--- src/adc_seq_pkg.sv ---
// Constants and types shared by the converter command sequencer.
// Assumes a 200 MHz system clock; every cycle count below is derived from it.
package adc_seq_pkg;
   // Command bytes
   localparam logic [7:0] CMD_RESET = 8'h06;
   localparam logic [7:0] CMD_WRITE = 8'h40;
   localparam logic [7:0] CMD_READ_CFG = 8'h20;
   localparam logic [7:0] CMD_START = 8'h08;
   localparam logic [7:0] CMD_READ_DATA = 8'h10;
   localparam logic [7:0] CMD_SLEEP = 8'h02;
   // Configuration byte layout and reset value
   typedef struct packed {
      logic [2:0] input_selector; // Input pair select
      logic gain4;                // Gain of four
      logic [1:0] rate;           // Data-rate select
      logic continuous;           // Continuous conversion
      logic ext_ref;              // External reference
   } cfg_t;
   localparam cfg_t CFG_RESET = 8'h00;
   localparam logic [2:0] MUX_SHORTED = 3'h7;
   localparam logic [1:0] RATE_20 = 2'h0;
   localparam logic [1:0] RATE_90 = 2'h1;
   localparam logic [1:0] RATE_330 = 2'h2;
   // Timing
   localparam int CLK_MHZ = 200;
   localparam int POR_TIME_US = 500;
   localparam int POR_CYC = POR_TIME_US * CLK_MHZ;
   localparam real CONV_TIME_90_MS = 11.3;
   localparam int CONV_CYC_90 = int'($floor(CONV_TIME_90_MS * 1000.0 * CLK_MHZ));
   localparam int CONV_CYC_20 = CLK_MHZ * 1000000 / 20;
   localparam int CONV_CYC_330 = CLK_MHZ * 1000000 / 330;
   localparam int CONV_CYC_1000 = CLK_MHZ * 1000000 / 1000;
   // Bus framing
   localparam logic [3:0] CNT_BYTE = 4'h8;
   localparam logic [3:0] CNT_LAST = 4'h7;
   localparam int FIFO_DEPTH = 8;
   // Result coding
   localparam logic signed [25:0] FS_IN = 26'sh0800000;
   localparam logic signed [27:0] POS_LIM = 28'sh07fffff;
   localparam logic signed [27:0] NEG_LIM = 28'shf800000;
   localparam logic [23:0] FULL_POS = 24'h7fffff;
endpackage

--- src/adc_command_sequencer.sv ---
// Byte FIFO and command sequencer of a 24-bit converter on a two-wire bus.
// Assumes scl/sda arrive asynchronously and the analog codes come from
// modulator logic on sys_clk.
`timescale 1ns/1ps

module byte_fifo #(
   parameter int WIDTH = 8,
   parameter int DEPTH = 8
) (
   input wire logic sys_clk,            // System clock
   input wire logic nrst,               // Synchronous reset, low
   input wire logic in_valid,           // Write request
   output logic in_ready,               // Room for a word
   input wire logic [WIDTH-1:0] in_data, // Word written
   output logic out_valid,              // Word available
   input wire logic out_ready,          // Read request
   output logic [WIDTH-1:0] out_data    // Oldest word
);
   localparam int AW = $clog2(DEPTH);
   logic [WIDTH-1:0] mem_q [DEPTH]; // Storage
   logic [AW:0] wr_q;               // Write pointer with wrap bit
   logic [AW:0] rd_q;               // Read pointer with wrap bit
   logic [AW:0] fill;               // Words held

   assign fill = wr_q - rd_q;
   assign in_ready = fill != (AW+1)'(DEPTH);
   assign out_valid = fill != '0;
   assign out_data = mem_q[rd_q[AW-1:0]];

   // Storage write
   always_ff @(posedge sys_clk) begin
      if (in_valid && in_ready) begin
         mem_q[wr_q[AW-1:0]] <= in_data;
      end
   end

   // Pointers
   always_ff @(posedge sys_clk) begin
      if (!nrst) begin
         wr_q <= '0;
         rd_q <= '0;
      end else begin
         if (in_valid && in_ready) begin
            wr_q <= wr_q + 1'b1;
         end
         if (out_valid && out_ready) begin
            rd_q <= rd_q + 1'b1;
         end
      end
   end
endmodule

module adc_command_sequencer #(
   parameter int POR_CYCLES = adc_seq_pkg::POR_CYC,
   parameter int CONV20 = adc_seq_pkg::CONV_CYC_20,
   parameter int CONV90 = adc_seq_pkg::CONV_CYC_90,
   parameter int CONV330 = adc_seq_pkg::CONV_CYC_330,
   parameter int CONV1000 = adc_seq_pkg::CONV_CYC_1000,
   parameter logic [6:0] BUS_ADDR = 7'h40
) (
   input wire logic sys_clk,                    // System clock
   input wire logic nrst,                       // Synchronous reset, low
   input wire logic ce,                         // Clock enable
   input wire logic scl_in,                     // Bus clock level
   input wire logic sda_in,                     // Bus data level
   input wire logic signed [25:0] vin_frac,     // Input over reference, 2^23 scale
   input wire logic signed [25:0] offset_frac,  // Shorted-input offset, same scale
   output logic sda_out,                        // Data drive value, always low
   output logic sda_oe,                         // Data pulled low
   output logic result_ready_n,                 // Result ready, low active
   output logic result_new_q,                   // New result waiting
   output adc_seq_pkg::cfg_t cfg_q,             // Configuration byte
   output logic run_q,                          // Converting
   output logic sleep_q                         // Powered down
);
   import adc_seq_pkg::*;

   typedef enum logic [4:0] {
      S_IDLE = 5'b00001, S_RX = 5'b00010, S_ACK = 5'b00100,
      S_TX = 5'b01000, S_MACK = 5'b10000
   } bus_st_t;

   logic scl_m_q, scl_s_q, scl_p_q; // Clock synchroniser and history
   logic sda_m_q, sda_s_q, sda_p_q; // Data synchroniser and history
   logic start_c, stop_c, rise, fall;
   bus_st_t st_q;                   // Bus state
   logic [3:0] cnt_q;               // Bit count
   logic [7:0] sh_q;                // Shift register
   logic addr_ph_q;                 // Address byte phase
   logic rw_q;                      // Read transfer
   logic mack_q;                    // Host acked last byte
   logic [1:0] idx_q;               // Reply byte index
   logic [23:0] reply_q;            // Reply bytes, first in top
   logic [31:0] por_cnt_q;          // Power-on wait
   logic por_done_q;                // Power-on finished
   logic push, pop, fifo_in_ready, fifo_out_valid;
   logic [7:0] cmd;                 // Oldest queued byte
   logic pend_wr_q;                 // Next byte is configuration
   logic [31:0] conv_cnt_q;         // Conversion timer
   logic conv_done, clr_new;
   logic [23:0] result_q;           // Latest result
   logic [7:0] next_byte;           // Reply byte at idx_q

   function automatic logic [31:0] conv_period(input logic [1:0] r);
      unique case (r)
         RATE_20: conv_period = 32'(CONV20);
         RATE_90: conv_period = 32'(CONV90);
         RATE_330: conv_period = 32'(CONV330);
         default: conv_period = 32'(CONV1000);
      endcase
   endfunction

   function automatic logic [23:0] scale(input logic signed [25:0] v, input logic g4);
      logic signed [27:0] p;
      p = g4 ? ({{2{v[25]}}, v} <<< 2) : {{2{v[25]}}, v};
      if (p > POS_LIM) begin
         scale = POS_LIM[23:0];
      end else if (p < NEG_LIM) begin
         scale = NEG_LIM[23:0];
      end else begin
         scale = p[23:0];
      end
   endfunction

   function automatic logic [7:0] byte_sel(input logic [23:0] r, input logic [1:0] i);
      unique case (i)
         2'h0: byte_sel = r[23:16];
         2'h1: byte_sel = r[15:8];
         2'h2: byte_sel = r[7:0];
         default: byte_sel = 8'h00;
      endcase
   endfunction

   function automatic logic is_cmd(input logic [7:0] c);
      is_cmd = pop && !pend_wr_q && cmd == c;
   endfunction

   always_ff @(posedge sys_clk) begin
      if (!nrst) begin
         {scl_m_q, scl_s_q, scl_p_q} <= 3'h7;
         {sda_m_q, sda_s_q, sda_p_q} <= 3'h7;
      end else if (ce) begin
         {scl_m_q, scl_s_q, scl_p_q} <= {scl_in, scl_m_q, scl_s_q};
         {sda_m_q, sda_s_q, sda_p_q} <= {sda_in, sda_m_q, sda_s_q};
      end
   end

   assign start_c = scl_s_q && scl_p_q && sda_p_q && !sda_s_q;
   assign stop_c = scl_s_q && scl_p_q && !sda_p_q && sda_s_q;
   assign rise = scl_s_q && !scl_p_q;
   assign fall = !scl_s_q && scl_p_q;
   // Reply byte picked once, so its top bit can be read
   assign next_byte = byte_sel(reply_q, idx_q);

   // Power-on wait, no acknowledge until done
   always_ff @(posedge sys_clk) begin
      if (!nrst) begin
         por_cnt_q <= '0;
         por_done_q <= 1'b0;
      end else if (ce && !por_done_q) begin
         por_cnt_q <= por_cnt_q + 1'b1;
         por_done_q <= por_cnt_q == 32'(POR_CYCLES - 1);
      end
   end

   // Bus target state machine
   always_ff @(posedge sys_clk) begin
      if (!nrst) begin
         st_q <= S_IDLE;
         cnt_q <= '0;
         sh_q <= '0;
         addr_ph_q <= 1'b0;
         rw_q <= 1'b0;
         mack_q <= 1'b0;
         idx_q <= '0;
         sda_oe <= 1'b0;
      end else if (ce) begin
         if (stop_c) begin
            st_q <= S_IDLE;
            sda_oe <= 1'b0;
         end else if (start_c) begin
            st_q <= S_RX;
            addr_ph_q <= 1'b1;
            cnt_q <= '0;
            sda_oe <= 1'b0;
         end else begin
            unique case (st_q)
               S_IDLE: ;
               S_RX: if (rise) begin
                  sh_q <= {sh_q[6:0], sda_s_q};
                  cnt_q <= cnt_q + 1'b1;
               end else if (fall && cnt_q == CNT_BYTE) begin
                  cnt_q <= '0;
                  // Address match or room to queue acks, else released
                  if (addr_ph_q ? (sh_q[7:1] == BUS_ADDR && por_done_q) : fifo_in_ready) begin
                     sda_oe <= 1'b1;
                     st_q <= S_ACK;
                     if (addr_ph_q) begin
                        rw_q <= sh_q[0];
                        idx_q <= '0;
                     end
                  end else begin
                     st_q <= S_IDLE;
                  end
               end
               S_ACK: if (fall) begin
                  addr_ph_q <= 1'b0;
                  if (rw_q && addr_ph_q) begin
                     sh_q <= next_byte;
                     sda_oe <= !next_byte[7];
                     idx_q <= idx_q + 1'b1;
                     st_q <= S_TX;
                  end else begin
                     sda_oe <= 1'b0;
                     st_q <= S_RX;
                  end
               end
               S_TX: if (fall) begin
                  if (cnt_q == CNT_LAST) begin
                     cnt_q <= '0;
                     sda_oe <= 1'b0;
                     st_q <= S_MACK;
                  end else begin
                     sh_q <= {sh_q[6:0], 1'b0};
                     sda_oe <= !sh_q[6];
                     cnt_q <= cnt_q + 1'b1;
                  end
               end
               S_MACK: if (rise) begin
                  mack_q <= !sda_s_q;
               end else if (fall) begin
                  if (mack_q) begin
                     sh_q <= next_byte;
                     sda_oe <= !next_byte[7];
                     idx_q <= idx_q + 1'b1;
                     st_q <= S_TX;
                  end else begin
                     st_q <= S_IDLE;
                  end
               end
               default: st_q <= S_IDLE;
            endcase
         end
      end
   end

   // Written bytes queue for the command interpreter
   assign push = ce && st_q == S_RX && fall && cnt_q == CNT_BYTE && !addr_ph_q && !stop_c && !start_c;
   assign pop = fifo_out_valid && ce && st_q != S_TX && st_q != S_MACK;

   byte_fifo #(.WIDTH(8), .DEPTH(FIFO_DEPTH)) u_fifo (
      .sys_clk(sys_clk),
      .nrst(nrst),
      .in_valid(push),
      .in_ready(fifo_in_ready),
      .in_data(sh_q),
      .out_valid(fifo_out_valid),
      .out_ready(pop),
      .out_data(cmd)
   );

   // Open-drain data only ever pulls low
   always_ff @(posedge sys_clk) begin
      sda_out <= 1'b0;
   end

   // Command interpreter
   always_ff @(posedge sys_clk) begin
      if (!nrst) begin
         cfg_q <= CFG_RESET;
         pend_wr_q <= 1'b0;
         reply_q <= '0;
         run_q <= 1'b0;
         sleep_q <= 1'b0;
      end else if (ce) begin
         // Single-shot stops after its result
         if (conv_done && !cfg_q.continuous) begin
            run_q <= 1'b0;
         end
         if (pop && pend_wr_q) begin
            cfg_q <= cmd;
            pend_wr_q <= 1'b0;
         end else if (pop) begin
            case (cmd)
               CMD_RESET: begin
                  cfg_q <= CFG_RESET;
                  run_q <= 1'b0;
                  sleep_q <= 1'b0;
               end
               CMD_WRITE: pend_wr_q <= 1'b1;
               CMD_READ_CFG: reply_q <= {cfg_q, 16'h0000};
               CMD_START: begin
                  run_q <= 1'b1;
                  sleep_q <= 1'b0;
               end
               CMD_READ_DATA: reply_q <= result_q;
               CMD_SLEEP: begin
                  run_q <= 1'b0;
                  sleep_q <= 1'b1;
               end
               default: ;
            endcase
         end
      end
   end

   assign conv_done = run_q && conv_cnt_q >= conv_period(cfg_q.rate) - 1'b1;
   // Written out, a function of constants alone would never re-evaluate
   assign clr_new = pop && !pend_wr_q && (cmd == CMD_READ_DATA || cmd == CMD_RESET);

   // Conversion timer, result and ready flag
   always_ff @(posedge sys_clk) begin
      if (!nrst) begin
         conv_cnt_q <= '0;
         result_q <= '0;
         result_new_q <= 1'b0;
         result_ready_n <= 1'b1;
      end else if (ce) begin
         // New configuration restarts the running conversion
         if (!run_q || conv_done || is_cmd(CMD_START) || (pop && pend_wr_q)) begin
            conv_cnt_q <= '0;
         end else begin
            conv_cnt_q <= conv_cnt_q + 1'b1;
         end
         if (conv_done) begin
            result_q <= scale(cfg_q.input_selector == MUX_SHORTED ? offset_frac : vin_frac, cfg_q.gain4);
            result_new_q <= 1'b1;
            result_ready_n <= result_new_q;
         end else begin
            result_new_q <= result_new_q && !clr_new;
            result_ready_n <= !(result_new_q && !clr_new);
         end
      end
   end
endmodule

--- config.mk ---
export PLATFORM = sky130hd
export DESIGN_NAME = adc_command_sequencer
export DESIGN_NICKNAME = d
export VERILOG_FILES = /design/src/adc_seq_pkg.sv /design/src/adc_command_sequencer.sv
export SDC_FILE = /design/constraint.sdc
export NUM_CORES = 1
export LEC_CHECK = 0
export BUFFER_PORTS_ARGS = -buffer_cell sky130_fd_sc_hd__buf_4
export CORE_ASPECT_RATIO = 1.4
export CORE_MARGIN = 5
export CORE_UTILIZATION = 60
export DETAILED_ROUTE_END_ITERATION = 7
export PLACE_DENSITY = 0.79
export RECOVER_POWER = 50
export SLEW_MARGIN = 15
export SYNTH_ARGS = -nofsm -noshare
export SYNTH_HDL_FRONTEND = slang
export SYNTH_SLANG_ARGS = --single-unit
--- constraint.sdc ---
create_clock -name sys_clk -period 3.5 [get_ports sys_clk]
set_input_delay 0.35 -clock sys_clk [delete_from_list [all_inputs] [get_ports sys_clk]]
set_output_delay 0.35 -clock sys_clk [all_outputs]
set_load 0.005 [all_outputs]
==> flow_metrics.env, run 1 <==
export IMPL_maxCapViolations=1
export IMPL_finish_instance_area_sq_um=12900
export IMPL_ys_seq_area_share_pct=45.7
export IMPL_drtAntennaViolNets=0
export IMPL_first_global_vias=8596
export IMPL_r2r_end="result_q[0]"
export IMPL_netlist_instances=1128
export IMPL_placedInstanceArea_sq_um=12200
export IMPL_finalSetupTns_ns=0
export IMPL_p_per_area_nw_per_um2=406
export IMPL_syn2layout_area_growth_pct=12.6
export IMPL_wl_per_cell_um=17.6
export IMPL_h_tree_depth=1
export IMPL_finalWirelength_um=25600
export IMPL_r2r_worst_path_cells=11
export IMPL_cp_max_fo=23
export IMPL_route_detailed_drc=0
export IMPL_maxSlewViolCount=79
export IMPL_cts_tree="yes"
export IMPL_layout_common_cells="dfxtp_1, nand2_1, buf_4, nor2_1, edfxtp_1"
export IMPL_drtIter0Drc=781
export IMPL_numPortBuffers=69
export IMPL_rows=59
export IMPL_hp_class="input port to register"
export IMPL_clk_latency_ns=0.51
export IMPL_hold_depth=3
export IMPL_grt_usage_pct=23.0
export IMPL_mostFrequentLayoutCell="dfxtp_1"
export IMPL_clk_pin_slew_worst_paths_ns=0.06
export IMPL_synth_edf_count=64
export IMPL_setup_worst_path_class="register to register"
export IMPL_die_area_sq_um=22000
export IMPL_ys_seq_elements=230
export IMPL_grt_pass1_wl_um=42300
export IMPL_antenna_found_initial=0
export IMPL_cts_buffers=23
export IMPL_finalHoldViolCount=0
export IMPL_finalCritPeriodShare_pct=92.9
export IMPL_io_pins=71
export IMPL_critPathArrivalTime_ns=3.66
export IMPL_firstDrtPassIters=8
export IMPL_post_synth_cell_area_avg_sq_um=10.2
export IMPL_worstSetupEndpointType="register"
export IMPL_status="finished with violations"
export IMPL_finalSetupViolations=0
export IMPL_ys_async_sr_fraction_pct=0
export IMPL_diodes=0
export IMPL_synth_cell_types=79
export IMPL_post_cts_setup_buffer_count=0
export IMPL_core_sq_um=18700
export IMPL_r2r_slack_ns=0.25
export IMPL_initial_core_util_pct=61.4
export IMPL_drive_gt1_share_pct=16.5
export IMPL_fin_crit_ns=3.25
export IMPL_p_leak_nw=5.02
export IMPL_netlist_area_sq_um=11500
export IMPL_cp_required_ns=3.91
export IMPL_timing_rr_start="cfg_q[3]"
export IMPL_die_x_um=127
export IMPL_max_freq_mhz=307
export IMPL_crit_end="result_q[0]"
export IMPL_nNetsFinal=1286
export IMPL_dpl_hpwl_um=18000
export IMPL_cts_resized_gates=0
export IMPL_routed_via_density=5.96
export IMPL_vias=8669
export IMPL_ys_warn_count=0
export IMPL_start_kind="register"
export IMPL_holdWs_ns=0.0651
export IMPL_skew_ns=0.0157
export IMPL_violations="max-capacitance violations, max-slew violations"
export IMPL_grt_max_degree=79
export IMPL_critPathLaunch="cfg_q[3]"
export IMPL_cts_sinks=230
export IMPL_slew_headroom_pct=-70.8
export IMPL_gr_total_overflow=0
export IMPL_final_util_pct=69.2
export IMPL_hold_buffers=0
export IMPL_ir_worst_vdd_v=0.000437
export IMPL_gp_congestion=0.946
export IMPL_root_buffer="clkbuf_16"
export IMPL_tightestPinTransition_ns=2.56
export IMPL_die_h_um=174
export IMPL_grt_setup_unrepaired="false"
export IMPL_ys_dominant_reg_cell="dfxtp_1"
export IMPL_cts_max_path_buffers=3
-- how the worst min path moves through the flow --
stage	start	endpoint	slack (ns)
after global routing	sda_in	sda_m_q	0.07
after floorplan	conv_cnt_q[1]	conv_cnt_q[1]	0.44
after CTS	scl_in	scl_m_q	0.05
final	scl_in	scl_m_q	0.07
after detailed placement	sleep_q	sleep_q	0.46
after global placement	sleep_q	sleep_q	0.45
-- cell families (layout without fill, tap and decap cells) --
kind of cell             count (synthesis)  in the layout  synth area share (%)
AND/OR/NAND/NOR                        449            449                  20.7
flip-flops                             230            230                  45.7
AO/OA/AOI/OAI                          189            189                  12.1
buffers and inverters                   79            161                  3.10
multiplexers                            78             78                  9.42
XOR/XNOR                                67             67                  5.12
adder cells (fa/ha/maj)                 35             35                  3.82
other                                    1              2                0.0327
-- worst max-delay path, stage by stage (launching register included) --
cell and delay [ns]:
dfxtp_1 0.34, inv_1 0.11, ha_1 0.33, mux2i_1 0.13
ha_1 0.33, nand4b_1 0.11, a2111oi_0 0.42, a211oi_1 0.13
o211ai_1 0.14, and4_1 0.25, nand2_1 0.44, o221a_2 0.43
-- cell type report --
cell class                 instances  area, sq um
multi-input combinational        820         5870
fill                            1435         5760
sequential                       230         5250
timing repair buffer              98          703
clock buffer                      32          619
tap                              244          305
clock inverter                    10         93.8
inverter                          21         78.8
-- Yosys cell counts, types with 20 or more instances --
cell,number,area (sq um)
o221a_2,23,259
clkbuf_1,36,135
edfxtp_1,64,1920
nand2_1,118,443
nor3_1,24,120
dfxtp_1,166,3320
o21ai_0,30,150
and2_1,32,200
ha_1,35,438
nand4_1,30,188
xor2_1,41,359
and3_1,21,131
nor2_1,75,282
nor2b_1,45,282
nand3_1,36,180
mux2i_1,27,270
mux2_2,20,225
inv_1,21,78.8
a21oi_1,33,165
xnor2_1,26,228
-- registers in the layout, summed over array words and instances, names as in the netlist, 2 cells and up, named ones only --
name          flops
u_fifo.mem_q     64
st_q              5
idx_q             2
cnt_q             4
reply_q          24
u_fifo.rd_q       4
por_cnt_q        32
conv_cnt_q       32
u_fifo.wr_q       4
result_q         24
cfg_q             8
sh_q              8
-- per-layer routing --
metal | global-route usage, % | share of wire, %
met3 | 2.90 | 4.0
met5 | 0 | 0
met4 | 7.74 | 3.0
met2 | 42.1 | 54
met1 | 27.4 | 39
-- where the power goes --
part / internal, mW / switching, mW
clock: 1.32 / 1.00
sequential: 2.73 / 0.00725
combinational: 0.0913 / 0.0938
-- through the flow --
step,std cells,setup WS (ns),power [mW]
6_report,1455,0.247,5.24
2_1_floorplan,1129,0.393,2.90
3_3_place_gp,1413,0.423,2.97
4_1_cts,1455,0.296,5.29
5_1_grt,1455,0.0371,5.43
3_5_place_dp,1413,0.340,2.98
(Power assumes the default switching activity.)
==> run 2: changes to the inputs <==
--- a/config.mk
+++ b/config.mk
@@ -5,6 +5,7 @@
 export SDC_FILE = /design/constraint.sdc
 export NUM_CORES = 1
 export LEC_CHECK = 0
+export ABC_CLOCK_PERIOD_IN_PS = 3500
 export BUFFER_PORTS_ARGS = -buffer_cell sky130_fd_sc_hd__buf_4
 export CORE_ASPECT_RATIO = 1.4
 export CORE_MARGIN = 5
==> constraint.sdc (replaced) <==
create_clock -name sys_clk -period 3.5 [get_ports sys_clk]
set_input_delay 0.35 -clock sys_clk [delete_from_list [all_inputs] [get_ports sys_clk]]
set_output_delay 0.35 -clock sys_clk [all_outputs]
set_load 0.02 [all_outputs]
==> flow_metrics.env, run 2 (same netlist as run 1, synthesis figures left out) <==
export IMPL_status="finished with violations"
export IMPL_critPathArrivalTime_ns=3.67
export IMPL_die_area_sq_um=22000
export IMPL_hold_buffers=0
export IMPL_route_detailed_drc=0
export IMPL_crit_slowest_cell="nand2_1"
export IMPL_crit_chain="inv_1 -> ha_1 -> mux2i_1 -> ha_1 -> nand4b_1 -> a2111oi_0 -> a211oi_1 -> o211ai_1 -> and4_1 -> nand2_1 -> o221a_2"
export IMPL_gr_total_overflow=0
export IMPL_holdWs_ns=0.0637
export IMPL_io_pins=71
export IMPL_maxCapViolations=1
export IMPL_cp_required_ns=3.91
export IMPL_final_util_pct=69.0
export IMPL_numPortBuffers=69
export IMPL_root_buffer="clkbuf_16"
export IMPL_vias=8675
export IMPL_drtAntennaViolNets=0
export IMPL_syn2layout_area_growth_pct=12.4
export IMPL_r2r_worst_path_cells=11
export IMPL_hold_start="scl_in"
export IMPL_slowest_delay_ns=0.44
export IMPL_tightestPinTransition_ns=2.55
export IMPL_finish_instance_area_sq_um=12900
export IMPL_timing_final_ws_setup_ns=0.237
export IMPL_nNetsFinal=1286
export IMPL_largest_register_ffs=64
export IMPL_timing_rr_start="cfg_q[3]"
export IMPL_hp_class="input port to register"
export IMPL_h_tree_depth=1
export IMPL_maxSlewViolCount=79
export IMPL_clk_latency_ns=0.51
export IMPL_finalHoldViolCount=0
export IMPL_rows=59
export IMPL_wl_per_cell_um=17.6
export IMPL_worstSetupEndpointType="register"
export IMPL_grt_usage_pct=23.0
export IMPL_cts_buffers=23
export IMPL_initial_core_util_pct=61.4
export IMPL_setup_worst_path_class="register to register"
export IMPL_p_leak_nw=5.00
export IMPL_dpl_hpwl_um=18000
export IMPL_cts_sinks=230
export IMPL_skew_ns=0.0146
export IMPL_r2r_slack_ns=0.24
export IMPL_max_freq_mhz=306
export IMPL_routed_via_density=5.96
export IMPL_ir_worst_vdd_v=0.000436
export IMPL_hold_depth=3
export IMPL_grt_setup_unrepaired="false"
export IMPL_gp_congestion=0.946
export IMPL_firstDrtPassIters=5
export IMPL_crit_path_frequent_cell="ha_1"
export IMPL_die_h_um=174
export IMPL_start_kind="register"
export IMPL_post_cts_setup_buffer_count=0
export IMPL_cp_top_family="compound AO/OA/AOI/OAI gates"
export IMPL_violations="max-capacitance violations, max-slew violations"
export IMPL_hold_path_end="scl_m_q"
export IMPL_r2r_end="result_q[0]"
export IMPL_layoutNonFillerInstCount=1455
export IMPL_finalSetupTns_ns=0
export IMPL_drtIter0Drc=777
export IMPL_cts_resized_gates=0
export IMPL_finalCritPeriodShare_pct=93.2
export IMPL_path_buf_inv=1
export IMPL_placedInstanceArea_sq_um=12200
export IMPL_first_global_vias=8596
export IMPL_dp_cells=1413
export IMPL_clk_pin_slew_worst_paths_ns=0.06
export IMPL_cp_max_fo=23
export IMPL_core_sq_um=18700
export IMPL_finalSetupViolations=0
export IMPL_diodes=0
export IMPL_grt_max_degree=79
export IMPL_cts_max_path_buffers=3
export IMPL_antenna_found_initial=0
export IMPL_grt_pass1_wl_um=42300
export IMPL_drive_gt1_share_pct=15.9
export IMPL_p_per_area_nw_per_um2=407
export IMPL_cts_tree="yes"
export IMPL_die_x_um=127
export IMPL_layout_common_cells="dfxtp_1, nand2_1, buf_4, nor2_1, edfxtp_1"
export IMPL_pre_cts_ws_ns=0.340
export IMPL_p_total_mw=5.24
export IMPL_slew_headroom_pct=-70.1
export IMPL_finalWirelength_um=25600
export IMPL_fin_crit_ns=3.26
export IMPL_mostFrequentLayoutCell="dfxtp_1"
==> run 2: worst min-delay path: stages <==
cell and delay, ns:
buf_4 0.08, mux2i_1 0.05, nand2_1 0.06
==> run 2: per-layer routing <==
layer  global-route usage, %  up-vias  routed length, um
li1                        -     4236                  -
met3                    2.90       67               1040
met5                       0        -                  0
met4                    7.74        0                740
met1                    27.4     4185              10000
met2                    42.1      187              13800
==> run 2: worst max path at each step <==
stage / startpoint / slack (ns) / endpoint / cells past startpoint
3_3_place_gp: cfg_q[2] / 0.42 / result_q[8] / 11
5_1_grt: nrst / 0.04 / sda_s_q / 3
4_1_cts: cfg_q[3] / 0.30 / result_q[6] / 11
6_report: cfg_q[3] / 0.24 / result_q[0] / 11
2_1_floorplan: cfg_q[3] / 0.25 / result_q[16] / 13
3_5_place_dp: cfg_q[3] / 0.34 / result_q[15] / 11
==> run 2: where the power goes <==
group / internal [mW] / switching, mW
Clock: 1.32 / 1.00
Sequential: 2.73 / 0.00724
Combinational: 0.0913 / 0.0945
==> run 2: layout make-up <==
class                      instances  area, sq um
fill                            1442         5780
timing repair buffer              98          677
tap                              244          305
inverter                          21         78.8
sequential                       230         5250
multi-input combinational        820         5870
clock buffer                      32          619
clock inverter                    10         93.8
